`src/rtl/dus_map.vh`:
```
// Overview of operation
// Command 22 followed by one byte stores the update option used by the next activation.
// Option 91: clock on, mode-1 table load, clock off; B1 adds temperature load.
// Option 99: clock on, mode-2 table load, clock off; B9 adds temperature load.
// Option C7: clock on, analog on, mode-1 display, analog off, oscillator off.
// Option CF: clock on, analog on, mode-2 display, analog off, oscillator off.
// Four-bit RAM option per plane: 0000 normal, 0100 forced zero, 1000 inverted.
// Command 20 runs the chosen sequence with busy high; host waits for busy low.
// Black-white plane: 1 white, 0 black; red plane: 1 red, 0 black or white.
// Host sends commands with data-command low and their parameters with it high.
`ifndef DUS_MAP_VH
`define DUS_MAP_VH

// register byte offsets
`define DUS_OFF_TX      12'h000
`define DUS_OFF_CTRL1   12'h004
`define DUS_OFF_CTRL2   12'h008
`define DUS_OFF_STAT    12'h00C

// byte-port and status fields
`define DUS_TX_DC_BIT   8
`define DUS_STAT_BUSY   0
`define DUS_STAT_DROP   1

// command codes
`define DUS_CMD_ACT     8'h20
`define DUS_CMD_UPD1    8'h21
`define DUS_CMD_UPD2    8'h22

// reset values
`define DUS_RST_OPT2    8'hFF
`define DUS_RST_RAMA    8'h00
`define DUS_RST_RAMB    8'h00

// update option bit positions
`define DUS_OB_CLKON    7
`define DUS_OB_ANAON    6
`define DUS_OB_TEMP     5
`define DUS_OB_LUT      4
`define DUS_OB_MODE2    3
`define DUS_OB_DISP     2
`define DUS_OB_ANAOFF   1
`define DUS_OB_CLKOFF   0

// ram content options
`define DUS_RAM_NORM    4'h0
`define DUS_RAM_ZERO    4'h4
`define DUS_RAM_INV     4'h8

// timing: settle time of clock and analog switching steps
`define DUS_CLK_NS      40
`define DUS_STEP_NS     200
`define DUS_STEP_CYC    ((`DUS_STEP_NS + `DUS_CLK_NS - 1) / `DUS_CLK_NS)

// sequencer states
`define DUS_ST_IDLE     3'h0
`define DUS_ST_CLKON    3'h1
`define DUS_ST_ANAON    3'h2
`define DUS_ST_TEMP     3'h3
`define DUS_ST_LUT      3'h4
`define DUS_ST_DISP     3'h5
`define DUS_ST_ANAOFF   3'h6
`define DUS_ST_CLKOFF   3'h7

`endif

```
`src/rtl/dus_seq.v`:
```
`timescale 1ns/100ps
`include "dus_map.vh"

module dus_seq (
   input  wire       clk_i,         // system clock
   input  wire       rst_b_i,       // async reset, active low
   input  wire       start_i,       // one-cycle start pulse
   input  wire [7:0] opt_i,         // update option
   input  wire       temp_done_i,   // temperature load finished, pulse
   input  wire       lut_done_i,    // table load finished, pulse
   input  wire       disp_done_i,   // panel drive finished, pulse
   output wire       busy_o,        // sequence running
   output wire [2:0] step_o,        // current step
   output reg        clk_en_o,      // internal clock enabled
   output reg        analog_en_o,   // analog block enabled
   output reg        temp_req_o,    // temperature load request
   output reg        lut_req_o,     // table load request
   output reg        disp_req_o,    // panel drive request
   output reg        mode2_o        // display mode 2 selected
);

   localparam [2:0] ST_IDLE   = `DUS_ST_IDLE;
   localparam [2:0] ST_CLKON  = `DUS_ST_CLKON;
   localparam [2:0] ST_ANAON  = `DUS_ST_ANAON;
   localparam [2:0] ST_TEMP   = `DUS_ST_TEMP;
   localparam [2:0] ST_LUT    = `DUS_ST_LUT;
   localparam [2:0] ST_DISP   = `DUS_ST_DISP;
   localparam [2:0] ST_ANAOFF = `DUS_ST_ANAOFF;
   localparam [2:0] ST_CLKOFF = `DUS_ST_CLKOFF;
   localparam integer STEP_N  = `DUS_STEP_CYC;
   localparam [3:0] STEP_CYC  = STEP_N[3:0];

   reg  [2:0] st_r;
   reg  [7:0] opt_r;
   reg  [3:0] tmr_r;
   reg        step_on;

   assign busy_o = (st_r != ST_IDLE);
   assign step_o = st_r;

   // option bits pick the steps, run in fixed order
   always @* begin
      case (st_r)
         ST_CLKON:  step_on = opt_r[`DUS_OB_CLKON];
         ST_ANAON:  step_on = opt_r[`DUS_OB_ANAON];
         ST_TEMP:   step_on = opt_r[`DUS_OB_TEMP];
         ST_LUT:    step_on = opt_r[`DUS_OB_LUT];
         ST_DISP:   step_on = opt_r[`DUS_OB_DISP];
         ST_ANAOFF: step_on = opt_r[`DUS_OB_ANAOFF];
         ST_CLKOFF: step_on = opt_r[`DUS_OB_CLKOFF];
         default:   step_on = 1'b0;
      endcase
   end

   always @(posedge clk_i or negedge rst_b_i) begin
      if (!rst_b_i) begin
         st_r        <= ST_IDLE;
         opt_r       <= 8'h00;
         tmr_r       <= 4'h0;
         clk_en_o    <= 1'b0;
         analog_en_o <= 1'b0;
         temp_req_o  <= 1'b0;
         lut_req_o   <= 1'b0;
         disp_req_o  <= 1'b0;
         mode2_o     <= 1'b0;
      end else begin
         case (st_r)
            ST_IDLE: begin
               if (start_i) begin
                  opt_r   <= opt_i;
                  mode2_o <= opt_i[`DUS_OB_MODE2];
                  tmr_r   <= 4'h0;
                  st_r    <= ST_CLKON;
               end
            end
            ST_CLKON, ST_ANAON, ST_ANAOFF, ST_CLKOFF: begin
               if (!step_on) begin
                  st_r <= (st_r == ST_CLKOFF) ? ST_IDLE : st_r + 3'h1;
               end else if (tmr_r == STEP_CYC - 4'h1) begin
                  tmr_r <= 4'h0;
                  st_r  <= (st_r == ST_CLKOFF) ? ST_IDLE : st_r + 3'h1;
               end else begin
                  tmr_r <= tmr_r + 4'h1;
                  if (st_r == ST_CLKON)
                     clk_en_o <= 1'b1;
                  if (st_r == ST_ANAON)
                     analog_en_o <= 1'b1;
                  if (st_r == ST_ANAOFF)
                     analog_en_o <= 1'b0;
                  if (st_r == ST_CLKOFF)
                     clk_en_o <= 1'b0;
               end
            end
            ST_TEMP: begin
               if (!step_on || (temp_req_o && temp_done_i)) begin
                  temp_req_o <= 1'b0;
                  st_r       <= ST_LUT;
               end else begin
                  temp_req_o <= 1'b1;
               end
            end
            ST_LUT: begin
               if (!step_on || (lut_req_o && lut_done_i)) begin
                  lut_req_o <= 1'b0;
                  st_r      <= ST_DISP;
               end else begin
                  lut_req_o <= 1'b1;
               end
            end
            ST_DISP: begin
               if (!step_on || (disp_req_o && disp_done_i)) begin
                  disp_req_o <= 1'b0;
                  st_r       <= ST_ANAOFF;
               end else begin
                  disp_req_o <= 1'b1;
               end
            end
            default: st_r <= ST_IDLE;
         endcase
      end
   end

endmodule // dus_seq

```
`src/rtl/dus_ctrl.v`:
```
`timescale 1ns/100ps
`include "dus_map.vh"

module dus_ctrl (
   input  wire        clk_i,         // system clock, 25 MHz
   input  wire        rst_b_i,       // async reset, active low
   input  wire        psel_i,        // apb select
   input  wire        penable_i,     // apb enable
   input  wire        pwrite_i,      // apb write
   input  wire [11:0] paddr_i,       // apb byte address
   input  wire [31:0] pwdata_i,      // apb write data
   output wire        pready_o,      // apb ready
   output reg  [31:0] prdata_o,      // apb read data
   output reg         pslverr_o,     // apb error, unmapped address
   input  wire        temp_done_i,   // temperature load finished
   input  wire        lut_done_i,    // table load finished
   input  wire        disp_done_i,   // panel drive finished
   input  wire        pix_vld_i,     // raw pixel valid
   input  wire        pix_bw_i,      // raw black-white plane bit
   input  wire        pix_red_i,     // raw red plane bit
   output wire        busy_o,        // update sequence running
   output wire        clk_en_o,      // internal clock enabled
   output wire        analog_en_o,   // analog block enabled
   output wire        temp_req_o,    // temperature load request
   output wire        lut_req_o,     // table load request
   output wire        disp_req_o,    // panel drive request
   output wire        mode2_o,       // display mode 2
   output reg         pix_vld_o,     // processed pixel valid
   output reg         pix_bw_o,      // effective black-white bit
   output reg         pix_red_o,     // effective red bit
   output reg         pix_white_o,   // pixel shows white
   output reg         pix_black_o,   // pixel shows black
   output reg         pix_is_red_o   // pixel shows red
);

   localparam [7:0] CMD_ACT  = `DUS_CMD_ACT;
   localparam [7:0] CMD_UPD1 = `DUS_CMD_UPD1;
   localparam [7:0] CMD_UPD2 = `DUS_CMD_UPD2;

   reg  [7:0] cmd_r;
   reg  [1:0] pidx_r;
   reg  [7:0] opt2_r;
   reg  [7:0] rama_r;
   reg  [7:0] ramb_r;
   reg        drop_r;
   reg        start_r;
   reg  [31:0] rd_nxt;
   reg        err_nxt;

   wire       setup_ph;
   wire       wr_acc;
   wire       tx_wr;
   wire       is_data;
   wire [7:0] tx_byte;
   wire       seq_busy;
   wire [2:0] seq_step;
   wire       drop_set;
   wire       drop_clr;
   wire [31:0] stat_word;

   // every register answers in its access cycle, so no wait states
   assign pready_o = 1'b1;
   assign setup_ph = psel_i & ~penable_i;
   assign wr_acc   = psel_i & penable_i & pwrite_i;
   assign tx_wr    = wr_acc & (paddr_i == `DUS_OFF_TX);
   assign is_data  = pwdata_i[`DUS_TX_DC_BIT];
   assign tx_byte  = pwdata_i[7:0];
   // start pulse keeps busy high in the cycle before the sequencer leaves idle
   assign busy_o   = seq_busy | start_r;
   // a byte sent mid-sequence is refused and flagged; the sequencer runs on the option it latched at start
   assign drop_set = tx_wr & busy_o;
   assign drop_clr = wr_acc & (paddr_i == `DUS_OFF_STAT) & pwdata_i[`DUS_STAT_DROP];
   // status word: busy, drop flag and the sequencer step
   assign stat_word = {25'h0, seq_step, 2'h0, drop_r, busy_o};

   // read data and error decoded in setup, held in flops for the access cycle
   always @* begin
      rd_nxt  = 32'h0000_0000;
      err_nxt = 1'b0;
      case (paddr_i)
         `DUS_OFF_TX:    rd_nxt = {24'h00_0000, cmd_r};
         `DUS_OFF_CTRL1: rd_nxt = {16'h0000, ramb_r, rama_r};
         `DUS_OFF_CTRL2: rd_nxt = {24'h00_0000, opt2_r};
         `DUS_OFF_STAT:  rd_nxt = stat_word;
         default:        err_nxt = 1'b1;
      endcase
   end

   always @(posedge clk_i or negedge rst_b_i) begin
      if (!rst_b_i) begin
         prdata_o  <= 32'h0000_0000;
         pslverr_o <= 1'b0;
      end else if (setup_ph) begin
         // a write returns zero so no stale word is left on the bus
         prdata_o  <= pwrite_i ? 32'h0000_0000 : rd_nxt;
         pslverr_o <= err_nxt;
      end
   end

   // byte interpreter: commands reset the parameter index, parameters fill fields
   always @(posedge clk_i or negedge rst_b_i) begin
      if (!rst_b_i) begin
         cmd_r   <= 8'h00;
         pidx_r  <= 2'h0;
         opt2_r  <= `DUS_RST_OPT2;
         rama_r  <= `DUS_RST_RAMA;
         ramb_r  <= `DUS_RST_RAMB;
         start_r <= 1'b0;
      end else begin
         start_r <= 1'b0;
         if (tx_wr && !busy_o) begin
            if (!is_data) begin
               cmd_r  <= tx_byte;
               pidx_r <= 2'h0;
               if (tx_byte == CMD_ACT)
                  start_r <= 1'b1;
            end else begin
               // index saturates so surplus parameters never wrap onto a field
               if (pidx_r != 2'h3)
                  pidx_r <= pidx_r + 2'h1;
               case (cmd_r)
                  CMD_UPD2: begin
                     if (pidx_r == 2'h0)
                        opt2_r <= tx_byte;
                  end
                  CMD_UPD1: begin
                     if (pidx_r == 2'h0)
                        rama_r <= tx_byte;
                     if (pidx_r == 2'h1)
                        ramb_r <= tx_byte;
                  end
                  default: begin
                     // other codes keep only the command byte
                  end
               endcase
            end
         end
      end
   end

   // bytes sent while busy are lost; set wins over clear
   always @(posedge clk_i or negedge rst_b_i) begin
      if (!rst_b_i)
         drop_r <= 1'b0;
      else if (drop_set)
         drop_r <= 1'b1;
      else if (drop_clr)
         drop_r <= 1'b0;
   end

   // sequencer steps through the option bits in a fixed order
   dus_seq u_seq (
      .clk_i       (clk_i),
      .rst_b_i     (rst_b_i),
      .start_i     (start_r),
      .opt_i       (opt2_r),
      .temp_done_i (temp_done_i),
      .lut_done_i  (lut_done_i),
      .disp_done_i (disp_done_i),
      .busy_o      (seq_busy),
      .step_o      (seq_step),
      .clk_en_o    (clk_en_o),
      .analog_en_o (analog_en_o),
      .temp_req_o  (temp_req_o),
      .lut_req_o   (lut_req_o),
      .disp_req_o  (disp_req_o),
      .mode2_o     (mode2_o)
   );

   // apply a plane's content option to one bit
   function ram_opt;
      input [3:0] opt;
      input       bit_in;
      begin
         case (opt)
            `DUS_RAM_NORM: ram_opt = bit_in;
            `DUS_RAM_ZERO: ram_opt = 1'b0;
            `DUS_RAM_INV:  ram_opt = ~bit_in;
            default:       ram_opt = bit_in;
         endcase
      end
   endfunction

   // plane 0 is black-white, plane 1 is red, each with its own option nibble
   wire [1:0] pix_raw;
   wire [1:0] pix_eff;
   wire       eff_bw;
   wire       eff_red;

   assign pix_raw = {pix_red_i, pix_bw_i};

   genvar g;
   generate
      for (g = 0; g < 2; g = g + 1) begin : g_plane
         assign pix_eff[g] = ram_opt(rama_r[4*g+3:4*g], pix_raw[g]);
      end
   endgenerate

   assign eff_bw  = pix_eff[0];
   assign eff_red = pix_eff[1];

   // red wins; otherwise the black-white bit picks white or black
   always @(posedge clk_i or negedge rst_b_i) begin
      if (!rst_b_i) begin
         pix_vld_o    <= 1'b0;
         pix_bw_o     <= 1'b0;
         pix_red_o    <= 1'b0;
         pix_white_o  <= 1'b0;
         pix_black_o  <= 1'b0;
         pix_is_red_o <= 1'b0;
      end else begin
         pix_vld_o    <= pix_vld_i;
         pix_bw_o     <= eff_bw;
         pix_red_o    <= eff_red;
         pix_is_red_o <= pix_vld_i & eff_red;
         pix_white_o  <= pix_vld_i & ~eff_red & eff_bw;
         pix_black_o  <= pix_vld_i & ~eff_red & ~eff_bw;
      end
   end

endmodule // dus_ctrl

```
`config.mk`:
```
export PLATFORM = sky130hd
export DESIGN_NAME = dus_ctrl
export DESIGN_NICKNAME = d
export VERILOG_FILES = /design/src/rtl/dus_seq.v /design/src/rtl/dus_ctrl.v
export VERILOG_INCLUDE_DIRS = /design/src /design/src/rtl
export SDC_FILE = /design/constraint.sdc
export NUM_CORES = 1
export LEC_CHECK = 0
export ABC_AREA = 1
export CAP_MARGIN = 15
export CORE_MARGIN = 2
export CORE_UTILIZATION = 63
export DETAILED_ROUTE_END_ITERATION = 8
export DONT_BUFFER_PORTS = 1
export PLACE_DENSITY = 0.82
export SLEW_MARGIN = 0
export SYNTH_ARGS = -nofsm -noshare
export SYNTH_HDL_FRONTEND = slang
export SYNTH_HIERARCHICAL = 1
export SYNTH_SLANG_ARGS = --single-unit
```
`constraint.sdc`:
```
create_clock -name clk_i -period 1.9 [get_ports clk_i]
set_input_delay 0.095 -clock clk_i [delete_from_list [all_inputs] [get_ports clk_i]]
set_output_delay 0.095 -clock clk_i [all_outputs]
set_load 0.02 [all_outputs]
```
==> impl_metrics.env, run 1 <==
export IMPL_vdd_drop_max_mv=0.799
export IMPL_diodes=0
export IMPL_status="finished, violations left"
export IMPL_antenna_left=0
export IMPL_r2r_start="u_seq/step_o[0]$_DFFE_PN0P_"
export IMPL_p_sw_mw=1.55
export IMPL_grt_ovfl_total=0
export IMPL_die_area_um2=7340
export IMPL_setup_viol=0
export IMPL_final_core_util_pct=75.4
export IMPL_synthCells=500
export IMPL_synth_flop_cell="dfrtp_1"
export IMPL_hold_ws_ps=-582
export IMPL_rrSetupSlack_ps=40
export IMPL_slew_headroom_pct=61.4
export IMPL_fin_setup_tns_ps=0
export IMPL_synthTopCellsByArea="dfrtp_1 (42%), nand2_1 (13%), nand3_1 (9.3%), dfstp_2 (5.0%), ha_1 (3.9%)"
export IMPL_drive_above_1_share_pct=20.3
export IMPL_fp_dieH_um=85.7
export IMPL_worstSetupEndpoint="opt2_r[5]$_DFFE_PN1P_"
export IMPL_wl_per_cell_um=16.8
export IMPL_max_stage_delay_ps=430
export IMPL_worstPathRequired_ps=2210
export IMPL_track_usage_pct=29.3
export IMPL_place_congestion=0.960
export IMPL_totalWireLength_um=10400
export IMPL_drt_iter0_markers=259
export IMPL_grt_setup_unrepaired="yes"
export IMPL_cts_inserted_buffers=9
export IMPL_nets=606
export IMPL_fin_crit_ps=1860
export IMPL_grt_max_degree=80
export IMPL_coreArea_um2=6390
export IMPL_p_per_area_nw_per_um2=927
export IMPL_die_w_um=85.7
export IMPL_grt_pass1_wl_um=16700
export IMPL_stdcell_area_um2=4810
export IMPL_critPathKind="flop to flop"
export IMPL_total_power_mw=4.47
export IMPL_clock_root_buffer="clkbuf_8"
export IMPL_area_growth_pct=14.6
export IMPL_via_per_inst=5.83
export IMPL_async_flop_share_pct=100
export IMPL_yosysSeqAreaShare_pct=47.3
export IMPL_r2r_end="opt2_r[5]$_DFFE_PN1P_"
export IMPL_synth_xor_area_share_pct=0.209
export IMPL_hold_viol_final=79
export IMPL_crit_slowest_cell="dfrtp_1"
export IMPL_clock_path_buffers=2
export IMPL_clk_latency_ps=370
export IMPL_intPower_mw=2.92
export IMPL_synthTopCellsByCount="nand2_1 (143), nand3_1 (78), dfrtp_1 (71)"
export IMPL_yosysUniqueCellTypes=39
export IMPL_min_path_type="primary input to asynchronous set/reset pin"
export IMPL_synth_seq_cells=79
export IMPL_yosys_area_share_simple_pct=32.0
export IMPL_ys_warn_count=6
export IMPL_maxCapViolCount=0
export IMPL_p_leak_nw=2.47
export IMPL_critPathLaunchType="flop"
export IMPL_synth_top_family_by_area="simple AND/OR/NAND/NOR gates"
export IMPL_clkPwrFrac_pct=29.0
export IMPL_place_area_um2=4300
export IMPL_pwr_share_comb_pct=29.8
export IMPL_num_rows=29
export IMPL_drt_pass1_iter_count=5
export IMPL_antenna_found_initial=0
export IMPL_dp_hpwl_um=6810
export IMPL_end_kind="flop"
export IMPL_yosysTopAreaCellShare_pct=42.3
export IMPL_seqPwrFrac_pct=41.1
export IMPL_path_max_fanout=6
export IMPL_synth_most_common_cell="nand2_1"
export IMPL_synth_top_cell_by_area="dfrtp_1"
export IMPL_avgSynthCellArea_um2=8.40
export IMPL_period_share_pct=97.8
export IMPL_start_util_pct=65.8
export IMPL_synth_adder_area_share_pct=3.87
export IMPL_crit_path_start="u_seq/step_o[0]$_DFFE_PN0P_"
export IMPL_synth_edff_count=0
export IMPL_cts_sinks=79
export IMPL_skew_ps=12.8
export IMPL_drc_errors=0
export IMPL_path_cells="inv_2 -> ha_2 -> nand2_2 -> nor2_2 -> nand4_1 -> nor2_4 -> buf_12 -> buf_4 -> nand3_1 -> nand2_1"
export IMPL_netlist_area_um2=4200
export IMPL_vias=3617
export IMPL_slew_violations=0
export IMPL_crit_arrival_ps=2170
export IMPL_synth_compound_gate_area_share_pct=5.99
export IMPL_max_freq_mhz=538
export IMPL_final_fill_count=440
export IMPL_clk_pin_slew_ps=80
export IMPL_violations="negative hold slack"
export IMPL_port_buffers=0
export IMPL_swShare_pct=34.7
export IMPL_cts_max_level=3
export IMPL_num_io_pins=102
export IMPL_worst_slew_pin_slew_ps=574
export IMPL_ctsHoldBuffers=13
export IMPL_rr_worst_depth=10
export IMPL_cts_tree="built"
export IMPL_synth_mux_area_share_pct=1.88
export IMPL_grt_pass1_vias=3550
-- critical path, delay by kind of cell, from the launching register on --
family	cells	cell delay [ps]
AND/OR/NAND/NOR	6	820
flip-flops	1	430
adder cells (fa/ha/maj)	1	190
buffers and inverters	3	370
-- state kept, by name, indices dropped and copies added, names as in the netlist, 2 cells and up --
signal / count
prdata_o: 16
u_seq/tmr_r: 4
u_seq/opt_r: 8
cmd_r: 8
opt2_r: 8
ramb_r: 8
u_seq/step_o: 3
pidx_r: 2
rama_r: 8
-- logic make-up (layout without fill, tap and decap cells) --
group,after synthesis,after routing
other,2,17
AND/OR/NAND/NOR,287,287
XOR/XNOR,1,1
buffers and inverters,71,99
multiplexers,7,7
adder cells (fa/ha/maj),13,13
flip-flops,79,79
AO/OA/AOI/OAI,40,40
-- area by class of cell --
| cell class | count | area [um2] | share of cell area (%) |
|---|---|---|---|
| clock buffers | 9 | 124 | 2.57 |
| flip-flops and latches | 79 | 1990 | 41.3 |
| repair buffers | 39 | 385 | 8.00 |
| inverters | 44 | 170 | 3.53 |
| multi-input cells | 365 | 1970 | 41.0 |
| clock inverters | 7 | 80.1 | 1.66 |
| well taps | 77 | 96.3 | 2.00 |
-- cells in the final DEF (no fill, tap or decap), types with 9 or more instances in the layout --
master,netlist,layout
o21ai_0,15,15
inv_2,9,11
nand3_1,78,77
nand2_2,9,9
clkbuf_8,0,9
inv_1,32,30
dlygate4sd3_1,0,13
dfrtp_1,71,71
conb_1,2,17
nand2_1,143,140
ha_1,13,10
nor2_1,24,21
nand4_1,9,9
buf_4,18,21
-- how the worst min path moves through the flow --
| stage | startpoint | end | slack, ps | depth (start not counted) |
|---|---|---|---|---|
| 2_1_floorplan | rst_b_i | cmd_r[0]$_DFFE_PN0P_ | -200 | 0 |
| 3_3_place_gp | rst_b_i | u_seq/tmr_r[2]$_DFFE_PN0P_ | -200 | 0 |
| 3_5_place_dp | rst_b_i | u_seq/tmr_r[2]$_DFFE_PN0P_ | -200 | 0 |
| 4_1_cts | rst_b_i | ramb_r[0]$_DFFE_PN0P_ | -590 | 0 |
| 5_1_grt | rst_b_i | u_seq/lut_req_o$_DFFE_PN0P_ | -600 | 0 |
| 6_report | rst_b_i | u_seq/tmr_r[2]$_DFFE_PN0P_ | -580 | 0 |
-- power by group through the flow --
stage	clock, mW	sequential, mW	combinational [mW]
floorplan	0	1.85	0.913
global placement	0	1.86	1.15
detailed placement	0	1.87	1.19
CTS	1.30	1.83	1.27
global route	1.38	1.85	1.43
finish	1.30	1.84	1.33
-- per-stage QoR --
step                      instances  setup slack [ps]
after floorplan                 515               168
after global placement          582             -26.6
after detailed placement        582              -126
after CTS                       616              3.51
after global routing            620             -39.6
final                           620              41.3
-- routing by layer --
metal / global-route usage [%] / part of all wire (%)
met3: 5.39 / 6.3
met1: 37.9 / 40
met5: 0 / 0
met2: 46.7 / 50
met4: 16.2 / 3.9
-- repair_timing --
action / 4_1_cts / 5_1_grt
pin swaps: 2 / 6
cloned: 2 / 0
buffers inserted: 3 / 4
endpoints found under the setup margin: 27 / 32
endpoints found under the hold margin: 128 / 79
resized for setup: 7 / 16
Power figures use the tool's default switching activity.
==> inputs of run 2 (changes only) <==
- PLACE_DENSITY: 0.82 -> 0.84
==> impl_metrics.env, run 2 (synthesis gave the netlist of run 1 again) <==
export IMPL_violations="negative hold slack, negative setup slack"
export IMPL_vdd_drop_max_mv=0.790
export IMPL_p_per_area_nw_per_um2=970
export IMPL_drive_above_1_share_pct=23.9
export IMPL_cts_inserted_buffers=9
export IMPL_layout_commonest_cell="nand2_1"
export IMPL_num_io_pins=102
export IMPL_grt_max_degree=80
export IMPL_clk_latency_ps=360
export IMPL_cts_sinks=79
export IMPL_antenna_found_initial=0
export IMPL_stdcell_area_um2=4950
export IMPL_end_kind="flop"
export IMPL_rr_worst_depth=10
export IMPL_slew_violations=0
export IMPL_critPathKind="flop to flop"
export IMPL_rrSetupSlack_ps=-6
export IMPL_grt_pass1_wl_um=16700
export IMPL_nets=607
export IMPL_hold_viol_final=79
export IMPL_critPathLaunchType="flop"
export IMPL_total_power_mw=4.80
export IMPL_coreArea_um2=6390
export IMPL_place_area_um2=4300
export IMPL_crit_arrival_ps=2160
export IMPL_drt_iter0_markers=359
export IMPL_hold_ws_ps=-579
export IMPL_skew_ps=13.6
export IMPL_die_w_um=85.7
export IMPL_stdcell_count=621
export IMPL_status="finished, violations left"
export IMPL_drc_errors=0
export IMPL_path_max_fanout=8
export IMPL_place_inst=582
export IMPL_max_freq_mhz=525
export IMPL_final_fill_count=401
export IMPL_die_area_um2=7340
export IMPL_start_util_pct=65.8
export IMPL_cts_max_level=3
export IMPL_place_congestion=0.933
export IMPL_diodes=0
export IMPL_wl_per_cell_um=17.6
export IMPL_worstPathRequired_ps=2150
export IMPL_setup_viol=5
export IMPL_grt_pass1_vias=3528
export IMPL_drt_pass1_iter_count=6
export IMPL_grt_ovfl_total=0
export IMPL_antenna_left=0
export IMPL_ctsHoldBuffers=13
export IMPL_period_share_pct=100
export IMPL_clk_pin_slew_ps=90
export IMPL_fin_ws_ps=-6.21
export IMPL_min_path_type="primary input to asynchronous set/reset pin"
export IMPL_fp_dieH_um=85.7
export IMPL_slew_headroom_pct=60.9
export IMPL_clock_root_buffer="clkbuf_8"
export IMPL_dp_hpwl_um=6910
export IMPL_largest_register="prdata_o"
export IMPL_final_cell_mix="nand2_1 (130), nand3_1 (74), dfrtp_1 (68)"
export IMPL_fin_crit_ps=1910
export IMPL_largest_reg_flops=16
export IMPL_area_growth_pct=17.8
export IMPL_track_usage_pct=29.2
export IMPL_vias=3692
export IMPL_grt_setup_unrepaired="yes"
export IMPL_pre_cts_ws_ps=-88.6
export IMPL_port_buffers=0
export IMPL_worst_slew_pin_slew_ps=582
export IMPL_maxCapViolCount=0
export IMPL_cts_tree="built"
export IMPL_fin_setup_tns_ps=-16.9
export IMPL_p_leak_nw=2.46
export IMPL_num_rows=29
export IMPL_totalWireLength_um=10900
export IMPL_via_per_inst=5.95
export IMPL_clock_path_buffers=2
==> run 2: changes by cell type in the layout (fill, tap and decap cells not counted), moves of 3 or more <==
cell     delta
dfrtp_1     -3
nand2_1    -10
dfrtp_2     +3
nand3_2     +3
nand3_1     -3
nand2_2     +8
==> run 2: cell type report <==
type                            instances  area, um2  share of cell area, %
Clock inverter                          6       93.8                   1.90
Multi-Input combinational cell        365       2070                   41.9
Timing Repair Buffer                   40        398                   8.04
Sequential cell                        79       1990                   40.2
Inverter                               44        170                   3.44
Clock buffer                           10        128                   2.58
Tap cell                               77       96.3                   1.95
==> run 2: routing by layer <==
metal / GRT usage (%) / part of all wire [%]
met3: 5.49 / 7.7
met5: 0 / 0
met2: 46.7 / 49
met4: 15.0 / 4.2
met1: 38.1 / 39
==> run 2: final timing paths <==
| check | to | from |
|---|---|---|
| hold reg to reg | opt2_r[6]$_DFFE_PN1P_ | opt2_r[6]$_DFFE_PN1P_ |
| setup / recovery | ramb_r[7]$_DFFE_PN0P_ | u_seq/step_o[1]$_DFFE_PN0P_ |
| hold / removal | u_seq/tmr_r[2]$_DFFE_PN0P_ | rst_b_i |
| min in group clk_i | pix_bw_o$_DFF_PN0_ | pix_bw_i |
| max in group asynchronous | opt2_r[5]$_DFFE_PN1P_ | rst_b_i |
| setup reg to reg | ramb_r[7]$_DFFE_PN0P_ | u_seq/step_o[1]$_DFFE_PN0P_ |
==> run 2: repair_timing <==
action | in CTS | in global routing
resized for setup | 5 | 45
cloned | 1 | 1
setup endpoints to repair | 27 | 40
setup buffers | 4 | 4
pin swaps | 2 | 15
endpoints found under the hold margin | 128 | 79
==> run 2: power by group <==
group | switching [mW] | internal, mW | total [mW]
logic | 0.882 | 0.640 | 1.52
registers | 0.105 | 1.76 | 1.86
clock network | 0.663 | 0.752 | 1.42
==> run 2: critical path: stages, from the launching register on <==
cell and delay (ps):
dfrtp_2 460, inv_2 100, ha_4 150, nand2_4 60
nor2_4 100, nand4_1 240, nor2_4 270, buf_12 180
nand2_8 80, nand2_1 110, nand2_1 50
==> run 2: through the flow <==
| step | hold slack, ps | utilization, % |
|---|---|---|
| after global placement | -199 | 67.4 |
| after global routing | -591 | 77.5 |
| after floorplan | -201 | - |
| after detailed placement | -199 | 67.4 |
| after CTS | -584 | 74.1 |
| final | -579 | 77.5 |
